--- config.mk ---
export PLATFORM = sky130hd
export DESIGN_NAME = scm_top
export DESIGN_NICKNAME = d
export VERILOG_FILES = /design/src/shared/scm_pkg.sv /design/src/core/scm_ref_mon.sv /design/src/core/scm_out_div.sv /design/src/core/scm_top.sv
export VERILOG_INCLUDE_DIRS = /design/src /design/src/shared
export SDC_FILE = /design/constraint.sdc
export NUM_CORES = 2
export LEC_CHECK = 0
export BUFFER_PORTS_ARGS = -buffer_cell sky130_fd_sc_hd__buf_2
export CORE_ASPECT_RATIO = 1.5
export CORE_MARGIN = 2
export CORE_UTILIZATION = 60
export CTS_BUF_LIST = sky130_fd_sc_hd__clkbuf_8 sky130_fd_sc_hd__clkbuf_16
export CTS_CLUSTER_SIZE = 40
export DETAILED_ROUTE_END_ITERATION = 8
export GPL_ROUTABILITY_DRIVEN = 0
export PLACE_DENSITY = 0.77
export SYNTH_ARGS = -nofsm -noshare
export SYNTH_HDL_FRONTEND = slang
export SYNTH_SLANG_ARGS = --single-unit
--- constraint.sdc ---
create_clock -name clk -period 7.3 [get_ports clk]
set_input_delay 0 -clock clk [delete_from_list [all_inputs] [get_ports clk]]
set_output_delay 0 -clock clk [all_outputs]
set_load 0.005 [all_outputs]
--- src/shared/scm_params.svh ---
`ifndef SCM_PARAMS_SVH
`define SCM_PARAMS_SVH
// ********
// Register byte offsets
// ********
`define SCM_A_CTRL 8'h00
`define SCM_A_FBINT 8'h04
`define SCM_A_FBFRAC 8'h08
`define SCM_A_OFSLO 8'h0C
`define SCM_A_OFSHI 8'h10
`define SCM_A_DIV0 8'h14
`define SCM_A_LOSNOM 8'h24
`define SCM_A_LOSMRG 8'h28
`define SCM_A_ACTNOM 8'h2C
`define SCM_A_ACTMRG 8'h30
`define SCM_A_ACTWIN 8'h34
`define SCM_A_STATUS 8'h38
`define SCM_A_EVENT 8'h3C
`define SCM_A_MASK 8'h40
// ********
// Control field positions
// ********
`define SCM_C_DBL 0
`define SCM_C_RSEL 1
`define SCM_C_BYP 2
`define SCM_C_SYN 3
`define SCM_C_OESEL 4
`define SCM_C_WLOCK 5
`define SCM_C_DSYNC 6
`define SCM_C_LRNG 7
`define SCM_C_DIS 8
`define SCM_C_PD 12
`define SCM_C_DST 16
// ********
// Event and status field positions
// ********
`define SCM_E_LOL 0
`define SCM_E_LOS 1
`define SCM_E_ACT 4
`define SCM_S_LOCK 0
`define SCM_S_RUN 1
`define SCM_S_SYNC 2
`define SCM_S_LOS 3
`define SCM_S_ACT 6
`define SCM_S_QUAL 8
// ********
// Reset values and timing
// ********
`define SCM_CTRL_RST 32'h0000_0000
`define SCM_PD_RST 4'h0
`define SCM_DIV_RST 12'h004
`define SCM_THR_RST 8'h01
`define SCM_SYNC_NS 50000
`define SCM_CLK_NS 100
`endif

--- src/shared/scm_pkg.sv ---
package scm_pkg;
  typedef enum logic [2:0] {
    SCM_ST_PWRDN = 3'b000,
    SCM_ST_CFG = 3'b001,
    SCM_ST_SYNC = 3'b010,
    SCM_ST_LOCK = 3'b011,
    SCM_ST_RUN = 3'b100
  } scm_state_t;
  typedef enum logic [1:0] {
    SCM_DIS_LOW = 2'b00,
    SCM_DIS_HIGH = 2'b01,
    SCM_DIS_HIZ = 2'b10
  } scm_dis_t;
  typedef struct packed {
    logic [23:0] nom;
    logic [15:0] acc;
    logic [15:0] rej;
    logic [7:0] good;
    logic [7:0] fail;
    logic [23:0] edges;
  } scm_mon_cfg_t;
  typedef struct packed {
    logic p;
    logic n;
    logic oe_n;
  } scm_pin_t;
  // True when count lies within nominal plus or minus margin
  function automatic logic scm_within(input logic [23:0] cnt, input logic [23:0] nom,
                                      input logic [15:0] m);
    logic [24:0] d;
    d = (cnt >= nom) ? {1'b0, cnt - nom} : {1'b0, nom - cnt};
    return d <= {9'h000, m};
  endfunction
endpackage

--- src/core/scm_ref_mon.sv ---
`include "scm_params.svh"
module scm_ref_mon (
  input wire logic clk,
  input wire logic resetn,
  input wire logic edge_tick,
  input wire scm_pkg::scm_mon_cfg_t cfg,
  output logic sts
);
  logic [23:0] cnt;
  logic [23:0] seen;
  logic [7:0] good_cnt;
  logic [7:0] fail_cnt;
  logic timeout;
  logic win_end;
  logic done;
  logic rej;
  logic acc;
  // A missing edge ends the window as soon as the reject bound is passed
  assign timeout = {1'b0, cnt} > ({1'b0, cfg.nom} + {9'h000, cfg.rej});
  assign win_end = edge_tick && ((seen + 24'h000001) >= cfg.edges);
  assign done = win_end || timeout;
  assign rej = timeout || !scm_pkg::scm_within(cnt, cfg.nom, cfg.rej);
  assign acc = !timeout && scm_pkg::scm_within(cnt, cfg.nom, cfg.acc);
  always_ff @(posedge clk or negedge resetn) begin
    if (!resetn) begin
      cnt <= 24'h000000; // RULE_25
      seen <= 24'h000000;
    end else if (done) begin
      cnt <= 24'h000000;
      seen <= 24'h000000;
    end else begin
      cnt <= cnt + 24'h000001; // RULE_18
      if (edge_tick) begin
        seen <= seen + 24'h000001;
      end
    end
  end
  always_ff @(posedge clk or negedge resetn) begin
    if (!resetn) begin
      good_cnt <= 8'h00;
      fail_cnt <= 8'h00;
      sts <= 1'b1; // RULE_25
    end else if (done && rej) begin
      good_cnt <= 8'h00; // RULE_20
      if (fail_cnt != 8'hFF) begin
        fail_cnt <= fail_cnt + 8'h01;
      end
      if ((fail_cnt + 8'h01) >= cfg.fail) begin
        sts <= 1'b1; // RULE_22
      end
    end else if (done && acc) begin
      fail_cnt <= 8'h00; // RULE_20
      if (good_cnt != 8'hFF) begin
        good_cnt <= good_cnt + 8'h01;
      end
      if ((good_cnt + 8'h01) >= cfg.good) begin
        sts <= 1'b0; // RULE_21
      end
    end
  end
endmodule // scm_ref_mon

--- src/core/scm_out_div.sv ---
module scm_out_div #(
  parameter int RW = 12
) (
  input wire logic clk,
  input wire logic resetn,
  input wire logic sync,
  input wire logic [RW-1:0] ratio,
  input wire logic en_req,
  input wire logic pd,
  input wire logic [1:0] dis_state,
  output scm_pkg::scm_pin_t pin
);
  logic [RW-1:0] cnt;
  logic [RW-1:0] top;
  logic q;
  logic en;
  assign top = (ratio < RW'(2)) ? RW'(1) : ratio - RW'(1);
  always_ff @(posedge clk or negedge resetn) begin
    if (!resetn) begin
      cnt <= '0;
      q <= 1'b0;
    end else if (sync) begin
      cnt <= '0; // RULE_10
      q <= 1'b0;
    end else begin
      cnt <= (cnt >= top) ? '0 : cnt + RW'(1); // RULE_08
      q <= (cnt >= top) ? 1'b1 : ((cnt + RW'(1)) < ((top + RW'(1)) >> 1));
    end
  end
  // Enable follows the request only while the divided clock is low or during sync; power-down clears it
  always_ff @(posedge clk or negedge resetn) begin
    if (!resetn) begin
      en <= 1'b0;
    end else if (pd) begin
      en <= 1'b0; // RULE_12
    end else if (!q || sync) begin
      en <= en_req; // RULE_09
    end
  end
  always_ff @(posedge clk or negedge resetn) begin
    if (!resetn) begin
      pin <= '{p: 1'b0, n: 1'b0, oe_n: 1'b1};
    end else if (pd) begin
      pin <= '{p: 1'b0, n: 1'b0, oe_n: 1'b1}; // RULE_12
    end else if (en) begin
      pin <= '{p: q, n: !q, oe_n: 1'b0};
    end else begin
      case (dis_state) // RULE_11
        scm_pkg::SCM_DIS_HIGH: pin <= '{p: 1'b1, n: 1'b1, oe_n: 1'b0};
        scm_pkg::SCM_DIS_HIZ: pin <= '{p: 1'b0, n: 1'b0, oe_n: 1'b1};
        default: pin <= '{p: 1'b0, n: 1'b0, oe_n: 1'b0};
      endcase
    end
  end
endmodule // scm_out_div

--- src/core/scm_top.sv ---
`include "scm_params.svh"
// Summary of operation
// RULE_01: Doubler enable bit doubles the chosen reference before the phase detector.
// RULE_02: Reference-select bit picks crystal or external input for the doubler.
// RULE_03: Software bypasses the third pole only with a zero fraction.
// RULE_04: Feedback ratio is integer plus 27-bit numerator over two to 27.
// RULE_05: Lock is readable; a lock falling edge sets a sticky loss event.
// RULE_06: Software sets lock-detector range to the applied reference range.
// RULE_07: In synthesizer mode the offset word trims frequency, LSB two to minus 40.
// RULE_08: Four integer dividers each divide the VCO clock by their ratio.
// RULE_09: Output enable and disable act only while the output clock is low.
// RULE_10: Dividers resync after start-up and on sync write, pausing outputs 50us.
// RULE_11: Disabled outputs hold low by default, or high or tristate by field.
// RULE_12: Power-down tristates the output and the enable is then ignored.
// RULE_13: Outputs stay tristated until supplies settle, then come up disabled low.
// RULE_14: Start-up may wait for first lock; afterwards lock no longer gates outputs.
// RULE_15: With enable-source 1, each disable bit alone controls its output.
// RULE_16: With enable-source 0, the pin gates all outputs, disable bits still apply.
// RULE_17: Signal monitors on both references and crystal; activity on both references.
// RULE_18: Activity monitor counts system clocks over a whole number of reference edges.
// RULE_19: Counts are compared against nominal plus or minus accept and reject margins.
// RULE_20: Reject increments fail and zeroes good; accept zeroes fail, increments good.
// RULE_21: Failure clears at programmed good count, or at one for activity.
// RULE_22: Failure sets at programmed fail count, or at one for activity.
// RULE_23: Reference disqualified by OR of unmasked signal and activity failures.
// RULE_24: Valid-to-invalid sets a sticky event; clear write ignored while failing.
// RULE_25: Counters start at zero and status reads invalid until first qualified.
module scm_top #(
  parameter int IW = 9,
  parameter int DW = 12
) (
  input wire logic clk,
  input wire logic resetn,
  input wire logic [7:0] address,
  input wire logic read,
  input wire logic write,
  input wire logic [31:0] writedata,
  output logic [31:0] readdata,
  output logic waitrequest,
  input wire logic ref0_clk,
  input wire logic ref1_clk,
  input wire logic xtal_clk,
  input wire logic pll_lock,
  input wire logic output_enable_pin,
  input wire logic supplies_stable,
  input wire logic config_done,
  output logic doubler_en,
  output logic ref_sel_ext,
  output logic third_pole_bypass,
  output logic lock_range,
  output logic [IW-1:0] feedback_integer_word,
  output logic [26:0] feedback_fraction_word,
  output logic [39:0] freq_offset,
  output logic [1:0] ref_qualified,
  output logic xtal_qualified,
  output logic [3:0] out_p,
  output logic [3:0] out_n,
  output logic [3:0] out_oe_n
);
  localparam int SYNC_CYC = (`SCM_SYNC_NS + `SCM_CLK_NS - 1) / `SCM_CLK_NS;
  localparam logic [15:0] SYNC_LEN = 16'(SYNC_CYC);
  // ********
  // Input synchronisers
  // ********
  logic [6:0] sync1;
  logic [6:0] sync2;
  logic [2:0] ref_prev;
  logic [2:0] ref_tick;
  logic lock_s;
  logic lock_prev;
  always_ff @(posedge clk or negedge resetn) begin
    if (!resetn) begin
      sync1 <= 7'h00;
      sync2 <= 7'h00;
      ref_prev <= 3'h0;
      lock_prev <= 1'b0;
    end else begin
      sync1 <= {config_done, supplies_stable, output_enable_pin, pll_lock,
                xtal_clk, ref1_clk, ref0_clk};
      sync2 <= sync1;
      ref_prev <= sync2[2:0];
      lock_prev <= lock_s;
    end
  end
  assign ref_tick = sync2[2:0] & ~ref_prev;
  assign lock_s = sync2[3];
  // ********
  // Configuration registers
  // ********
  logic [31:0] ctrl;
  logic [31:0] ofs_lo;
  logic [7:0] ofs_hi;
  logic [DW-1:0] ratio [4];
  logic [23:0] los_nom;
  logic [31:0] los_mrg;
  logic [23:0] act_nom;
  logic [31:0] act_mrg;
  logic [23:0] act_win;
  logic [4:0] mask;
  logic [5:0] evt;
  logic acc_wr;
  logic acc_rd;
  logic sync_req;
  assign acc_wr = write && !waitrequest;
  assign acc_rd = read && !waitrequest;
  assign sync_req = acc_wr && (address == `SCM_A_CTRL) && writedata[`SCM_C_DSYNC];
  // Request is held one cycle, then answered with waitrequest low
  always_ff @(posedge clk or negedge resetn) begin
    if (!resetn) begin
      waitrequest <= 1'b1;
    end else begin
      waitrequest <= !((read || write) && waitrequest);
    end
  end
  always_ff @(posedge clk or negedge resetn) begin
    if (!resetn) begin
      ctrl <= `SCM_CTRL_RST;
      ctrl[`SCM_C_PD +: 4] <= `SCM_PD_RST;
      feedback_integer_word <= '0;
      feedback_fraction_word <= 27'h0000000;
      ofs_lo <= 32'h0000_0000;
      ofs_hi <= 8'h00;
      los_nom <= 24'h000000;
      los_mrg <= {`SCM_THR_RST, `SCM_THR_RST, 16'h0000};
      act_nom <= 24'h000000;
      act_mrg <= 32'h0000_0000;
      act_win <= 24'h000001;
      mask <= 5'h00;
    end else if (acc_wr) begin
      case (address)
        `SCM_A_CTRL: ctrl <= writedata & ~(32'h1 << `SCM_C_DSYNC);
        `SCM_A_FBINT: feedback_integer_word <= writedata[IW-1:0]; // RULE_04
        `SCM_A_FBFRAC: feedback_fraction_word <= writedata[26:0]; // RULE_04
        `SCM_A_OFSLO: ofs_lo <= writedata;
        `SCM_A_OFSHI: ofs_hi <= writedata[7:0];
        `SCM_A_LOSNOM: los_nom <= writedata[23:0];
        `SCM_A_LOSMRG: los_mrg <= writedata;
        `SCM_A_ACTNOM: act_nom <= writedata[23:0];
        `SCM_A_ACTMRG: act_mrg <= writedata;
        `SCM_A_ACTWIN: act_win <= writedata[23:0];
        `SCM_A_MASK: mask <= writedata[4:0];
        default: ;
      endcase
    end
  end
  for (genvar i = 0; i < 4; i++) begin : g_ratio
    always_ff @(posedge clk or negedge resetn) begin
      if (!resetn) begin
        ratio[i] <= DW'(`SCM_DIV_RST);
      end else if (acc_wr && (address == (`SCM_A_DIV0 + 8'(4 * i)))) begin
        ratio[i] <= writedata[DW-1:0]; // RULE_08
      end
    end
  end
  // ********
  // Analog control outputs
  // ********
  assign doubler_en = ctrl[`SCM_C_DBL]; // RULE_01
  assign ref_sel_ext = ctrl[`SCM_C_RSEL]; // RULE_02
  assign third_pole_bypass = ctrl[`SCM_C_BYP]; // RULE_03
  assign lock_range = ctrl[`SCM_C_LRNG]; // RULE_06
  // Offset reaches the feedback path only in synthesizer mode
  always_ff @(posedge clk or negedge resetn) begin
    if (!resetn) begin
      freq_offset <= 40'h00_0000_0000;
    end else begin
      freq_offset <= ctrl[`SCM_C_SYN] ? {ofs_hi, ofs_lo} : 40'h00_0000_0000; // RULE_07
    end
  end
  // ********
  // Reference monitors
  // ********
  scm_pkg::scm_mon_cfg_t los_cfg;
  scm_pkg::scm_mon_cfg_t act_cfg;
  logic [2:0] los_sts;
  logic [1:0] act_sts;
  logic [2:0] los_prev;
  logic [1:0] act_prev;
  logic [2:0] ref_bad;
  always_comb begin
    los_cfg = '{nom: los_nom, acc: {8'h00, los_mrg[7:0]}, rej: {8'h00, los_mrg[15:8]},
                good: los_mrg[23:16], fail: los_mrg[31:24], edges: 24'h000001};
    act_cfg = '{nom: act_nom, acc: act_mrg[15:0], rej: act_mrg[31:16],
                good: 8'h01, fail: 8'h01, edges: act_win}; // RULE_21 RULE_22
  end
  for (genvar i = 0; i < 3; i++) begin : g_los
    scm_ref_mon u_mon (
      .clk(clk),
      .resetn(resetn),
      .edge_tick(ref_tick[i]),
      .cfg(los_cfg),
      .sts(los_sts[i])
    ); // RULE_17 RULE_19
  end
  for (genvar i = 0; i < 2; i++) begin : g_act
    scm_ref_mon u_mon (
      .clk(clk),
      .resetn(resetn),
      .edge_tick(ref_tick[i]),
      .cfg(act_cfg),
      .sts(act_sts[i])
    ); // RULE_17 RULE_18
  end
  assign ref_bad = (los_sts & ~mask[2:0]) | {1'b0, act_sts & ~mask[4:3]};
  always_ff @(posedge clk or negedge resetn) begin
    if (!resetn) begin
      ref_qualified <= 2'b00;
      xtal_qualified <= 1'b0;
      los_prev <= 3'h7;
      act_prev <= 2'h3;
    end else begin
      ref_qualified <= ~ref_bad[1:0]; // RULE_23
      xtal_qualified <= !ref_bad[2];
      los_prev <= los_sts;
      act_prev <= act_sts;
    end
  end
  // ********
  // Sticky events
  // ********
  logic [5:0] evt_set;
  logic [5:0] evt_hold;
  logic [5:0] evt_clr;
  assign evt_set = {act_sts & ~act_prev, los_sts & ~los_prev, lock_prev & !lock_s};
  assign evt_hold = {act_sts, los_sts, !lock_s};
  assign evt_clr = (acc_wr && (address == `SCM_A_EVENT)) ? writedata[5:0] : 6'h00;
  always_ff @(posedge clk or negedge resetn) begin
    if (!resetn) begin
      evt <= 6'h00;
    end else begin
      evt[`SCM_E_LOL] <= evt_set[`SCM_E_LOL] | (evt[`SCM_E_LOL] & !evt_clr[`SCM_E_LOL]); // RULE_05
      evt[5:1] <= evt_set[5:1] | (evt[5:1] & ~(evt_clr[5:1] & ~evt_hold[5:1])); // RULE_24
    end
  end
  // ********
  // Start-up sequence and divider sync
  // ********
  scm_pkg::scm_state_t state;
  logic [15:0] sync_cnt;
  logic syncing;
  assign syncing = sync_cnt != 16'h0000;
  always_ff @(posedge clk or negedge resetn) begin
    if (!resetn) begin
      state <= scm_pkg::SCM_ST_PWRDN;
      sync_cnt <= 16'h0000;
    end else begin
      if (syncing) begin
        sync_cnt <= sync_cnt - 16'h0001;
      end
      case (state)
        scm_pkg::SCM_ST_PWRDN: begin
          if (sync2[5]) begin
            state <= scm_pkg::SCM_ST_CFG; // RULE_13
          end
        end
        scm_pkg::SCM_ST_CFG: begin
          if (sync2[6]) begin
            state <= scm_pkg::SCM_ST_SYNC;
            sync_cnt <= SYNC_LEN; // RULE_10
          end
        end
        scm_pkg::SCM_ST_SYNC: begin
          if (!syncing) begin
            state <= scm_pkg::SCM_ST_LOCK;
          end
        end
        scm_pkg::SCM_ST_LOCK: begin
          if (lock_s || !ctrl[`SCM_C_WLOCK]) begin
            state <= scm_pkg::SCM_ST_RUN; // RULE_14
          end
        end
        scm_pkg::SCM_ST_RUN: begin
          if (sync_req) begin
            sync_cnt <= SYNC_LEN; // RULE_10
          end
        end
        default: state <= scm_pkg::SCM_ST_PWRDN;
      endcase
    end
  end
  // ********
  // Output dividers and drivers
  // ********
  logic run;
  logic startup_pd;
  assign run = state == scm_pkg::SCM_ST_RUN;
  assign startup_pd = state == scm_pkg::SCM_ST_PWRDN;
  for (genvar i = 0; i < 4; i++) begin : g_out
    logic en_req;
    logic pd;
    scm_pkg::scm_pin_t pin;
    assign pd = startup_pd || ctrl[`SCM_C_PD + i]; // RULE_12 RULE_13
    // Pin gating applies only when the enable source is the pin
    assign en_req = run && !ctrl[`SCM_C_DIS + i] &&
                    (ctrl[`SCM_C_OESEL] || sync2[4]); // RULE_15 RULE_16
    scm_out_div #(.RW(DW)) u_div (
      .clk(clk),
      .resetn(resetn),
      .sync(syncing || !run && state != scm_pkg::SCM_ST_LOCK),
      .ratio(ratio[i]),
      .en_req(en_req),
      .pd(pd),
      .dis_state(ctrl[`SCM_C_DST + 2 * i +: 2]),
      .pin(pin)
    );
    assign out_p[i] = pin.p;
    assign out_n[i] = pin.n;
    assign out_oe_n[i] = pin.oe_n;
  end
  // ********
  // Read path
  // ********
  always_ff @(posedge clk or negedge resetn) begin
    if (!resetn) begin
      readdata <= 32'h0000_0000;
    end else if ((read || write) && waitrequest) begin
      readdata <= 32'h0000_0000;
      case (address)
        `SCM_A_CTRL: readdata <= ctrl;
        `SCM_A_FBINT: readdata[IW-1:0] <= feedback_integer_word;
        `SCM_A_FBFRAC: readdata[26:0] <= feedback_fraction_word;
        `SCM_A_OFSLO: readdata <= ofs_lo;
        `SCM_A_OFSHI: readdata[7:0] <= ofs_hi;
        `SCM_A_DIV0: readdata[DW-1:0] <= ratio[0];
        `SCM_A_DIV0 + 8'h04: readdata[DW-1:0] <= ratio[1];
        `SCM_A_DIV0 + 8'h08: readdata[DW-1:0] <= ratio[2];
        `SCM_A_DIV0 + 8'h0C: readdata[DW-1:0] <= ratio[3];
        `SCM_A_LOSNOM: readdata[23:0] <= los_nom;
        `SCM_A_LOSMRG: readdata <= los_mrg;
        `SCM_A_ACTNOM: readdata[23:0] <= act_nom;
        `SCM_A_ACTMRG: readdata <= act_mrg;
        `SCM_A_ACTWIN: readdata[23:0] <= act_win;
        `SCM_A_STATUS: begin
          readdata[`SCM_S_LOCK] <= lock_s; // RULE_05
          readdata[`SCM_S_RUN] <= run;
          readdata[`SCM_S_SYNC] <= syncing;
          readdata[`SCM_S_LOS +: 3] <= los_sts;
          readdata[`SCM_S_ACT +: 2] <= act_sts;
          readdata[`SCM_S_QUAL +: 2] <= ~ref_bad[1:0];
        end
        `SCM_A_EVENT: readdata[5:0] <= evt;
        `SCM_A_MASK: readdata[4:0] <= mask;
        default: ;
      endcase
    end
  end
endmodule // scm_top

==> results.toml <==
[yosys]
netlist_area_um2 = 61800
synth_xor_area_frac = 0.0628
post_synth_num_cell_types = 95
async_reset_ff_frac = 1.00
yosys_most_used_dff = "dfrtp_1"
syn-mean-instance-area_um2 = 9.10
synthesis.nets = 7570
ys_seq_elements = 813
dominant_combinational_cell_family_by_area_after_synthesis = "compound AO/OA/AOI/OAI gates"
synthesis.instances = 6792
post_synth_fa_ha_maj_area_fraction = 0.149
post_synth_mux_area_share = 0.0636
synthesized_area_fraction_occupied_by_ao_oa_aoi_and_oai_cells = 0.180
synth-seq-area-share = 0.330
synth_edf_count = 0
yosys_warnings = 0
synth-simple-area-share = 0.175

[route]
finalWirelength_um = 214000
dr.pass1.iters = 7
final_antenna_net_count = 0
dr_iter_0_viols = 6441
routed-via-count = 56473
drt_drc_violations_left = 0
routedWlPerCell_um = 25.6
routed_via_density = 6.76

[worst_setup_path]
timing_worst_setup_path_type = "flop to flop"
setup.worst_path.start_class = "flop"
cp_max_fo = 19
slowest_stage = "ha_1"
crit_chain = "inv_1, ha_1, and3_1, and3_1, o311a_1, nor2_1, buf_4, mux2i_1, xnor2_1, ha_1, a21o_1, a21oi_1, nor2b_1, o311ai_0, a21boi_0, o22ai_1, nand3b_1, nor4_1, and4_1, nand4_1, mux2_2, mux2_2"
endpoint_required_time_on_the_critical_path_ns = 7.90
timing.critical_path.from = "los_nom[18]"
startpoint_of_the_lowest_slack_register_to_register_path = "los_nom[18]"
worstPathArrival_ns = 7.65
critical_path_max_stage_delay_ns = 0.56
crit_path_end_kind = "flop"

[clock_tree]
clock-sinks = 813
clock_insertion_delay_worst_skew_ns = 0.75
tritoncts.num_buffers = 84
clk_transition_reported_paths_ns = 0.07
clockBufferDepth = 3
ctsRootBufferMaster = "clkbuf_16"
post_cts_buffers = 0
clock_tree_from_tritoncts = "done"
cts_htree_levels = 3

[placed_design]
dp_hpwl_um = 160000
pre_cts_slack_ns = 0.671
port_buffers = 178

[timing]
max_slew.worst_pin.slew_ns = 1.40
drv_slew = 0
maxSlewHeadroom = 0.0563
setup_viol = 0
setup_tns_ns = 0
fmax_mhz = 142
holdWs_ns = 0.0365
hold_viol_final = 0
finClkSkew_ns = 0.0457
rsz0062_at_grt = "no"
postLayoutSetupSlackWorst_ns = 0.252
finalCriticalPeriod_ns = 7.05
timing.final.crit_share = 0.966

[final_layout]
layout-drive-gt1-share = 0.120
final_net_count = 7748
layout.cells.most_common_list = "dfrtp_1, ha_1, nor2_1"
area.growth.synth_to_final_pct = 9.71
final_common_cell = "dfrtp_1"

[floorplan]
die_width_um = 266
dieArea_um2 = 106000
initial_utilization = 0.604
floorplan.rows = 144
fp.dieH_um = 397
core_area_um2 = 102000
pin_count = 179

[global_route]
initial_antenna_violation_count = 6
met3_usage = 0.107
vias_in_the_first_global_route = 55624
busiest_layer_in_global_routing = "met2"
grt_start_max_net_pins = 171
grt_overflow = 0
grt_pass1_wl_um = 324000
met2_usage = 0.629
grt_util_met1 = 0.462
total_global_routing_track_utilization = 0.400

[power]
ir_drop_v = 0.000217
static-leakage-power_nw = 32.8
power-per-cell-area_nw_per_um2 = 274

[run]
drv.max_cap_violation_count = 0

[hold_path]
timing.hold.worst.start = "read"
min_path_type = "primary input to flop"

[run_status]
run_status = "finished, final reports clean"
-- kinds of logic after synthesis --
group,count (synthesis)
AO/OA/AOI/OAI,1659
XOR/XNOR,443
adder cells (fa/ha/maj),727
buffers and inverters,649
flip-flops,813
multiplexers,354
AND/OR/NAND/NOR,2147
-- power breakdown --
group	switching, mW	internal [mW]	leakage [nW]
logic	5.35	3.29	20.2
clock network	2.02	2.74	1.51
registers	0.386	4.78	11.1
total	7.76	10.8	32.8
-- synth_stat cells, drive strengths merged (103+ instances only) --
cell | n | area share
a21o | 201 | 0.024
a21oi | 362 | 0.029
a22oi | 107 | 0.013
and2 | 139 | 0.014
and3 | 103 | 0.010
clkbuf | 180 | 0.011
dfrtp | 791 | 0.32
ha | 715 | 0.14
inv | 410 | 0.025
mux2 | 307 | 0.056
nand2 | 436 | 0.026
nand3 | 253 | 0.021
nand4 | 149 | 0.015
nor2 | 518 | 0.032
nor2b | 143 | 0.014
nor3 | 134 | 0.011
o21ai | 319 | 0.026
xnor2 | 300 | 0.043
xor2 | 143 | 0.020
-- worst max-delay path, delay by kind of cell (launching register included) --
family / cells / cell delay (ns)
AOI/OAI and AO/OA: 6 / 1.71
and+or+nand+nor: 8 / 2.06
buffers and inverters: 2 / 0.51
adders and majority gates: 2 / 0.87
xor gates and xnor gates: 1 / 0.26
DFF: 1 / 0.55
muxes: 3 / 0.94
-- layout make-up --
cell class	count	area [µm²]
well taps	1314	1640
multi-input cells	5330	39000
clock buffers	99	2320
diodes	2	5.00
flip-flops and latches	813	20400
inverters	410	1540
clock inverters	55	662
fillers	8250	34500
repair buffers	331	2240
-- sequential cells by signal (all words and copies together) (netlist names), 27 cells and up --
signal	count
feedback_fraction_word	27
freq_offset	40
ofs_lo	32
los_mrg	32
readdata	32
g_act.u_mon.seen	48
g_los.u_mon.cnt	72
ratio	48
act_mrg	32
ctrl	31
g_out.u_div.cnt	48
g_act.u_mon.cnt	48
g_los.u_mon.seen	72
-- stage by stage --
step / cells / power (mW) / utilization / area, µm²
3_5_place_dp: 8149 / 13.4 / 0.628 / 64300
3_3_place_gp: 8149 / 13.1 / 0.628 / 64300
2_1_floorplan: 6792 / 10.8 / - / 61800
6_report: 8354 / 18.6 / 0.662 / 67800
4_1_cts: 8352 / 18.1 / 0.662 / 67800
5_1_grt: 8353 / 19.4 / 0.662 / 67800
-- layer usage --
metal / vias up / routed length [µm]
met4: 8 / 20400
met2: 3324 / 94800
met3: 1099 / 22800
li1: 24895 / -
met1: 27147 / 75700
met5: - / 46
-- timing repair --
item	4_1_cts	5_1_grt
endpoints found under the hold margin	479	0
endpoints found under the setup margin	0	20
gates resized for setup	0	2
hold buffers	49	0
-- path summary, 6_finish.rpt --
kind,endpoint,slack (ns),cells after the start
max reg2reg,g_los[1].u_mon.fail_cnt[0],0.25,22
min,readdata[1],0.04,5
max in group asynchronous,g_los[1].u_mon.seen[0],5.32,5
min reg2reg,sync2[1],0.35,0
min in group asynchronous,ratio[26],0.48,3
max,g_los[1].u_mon.fail_cnt[0],0.25,22
Note: power is estimated with default switching activity, not from simulation.
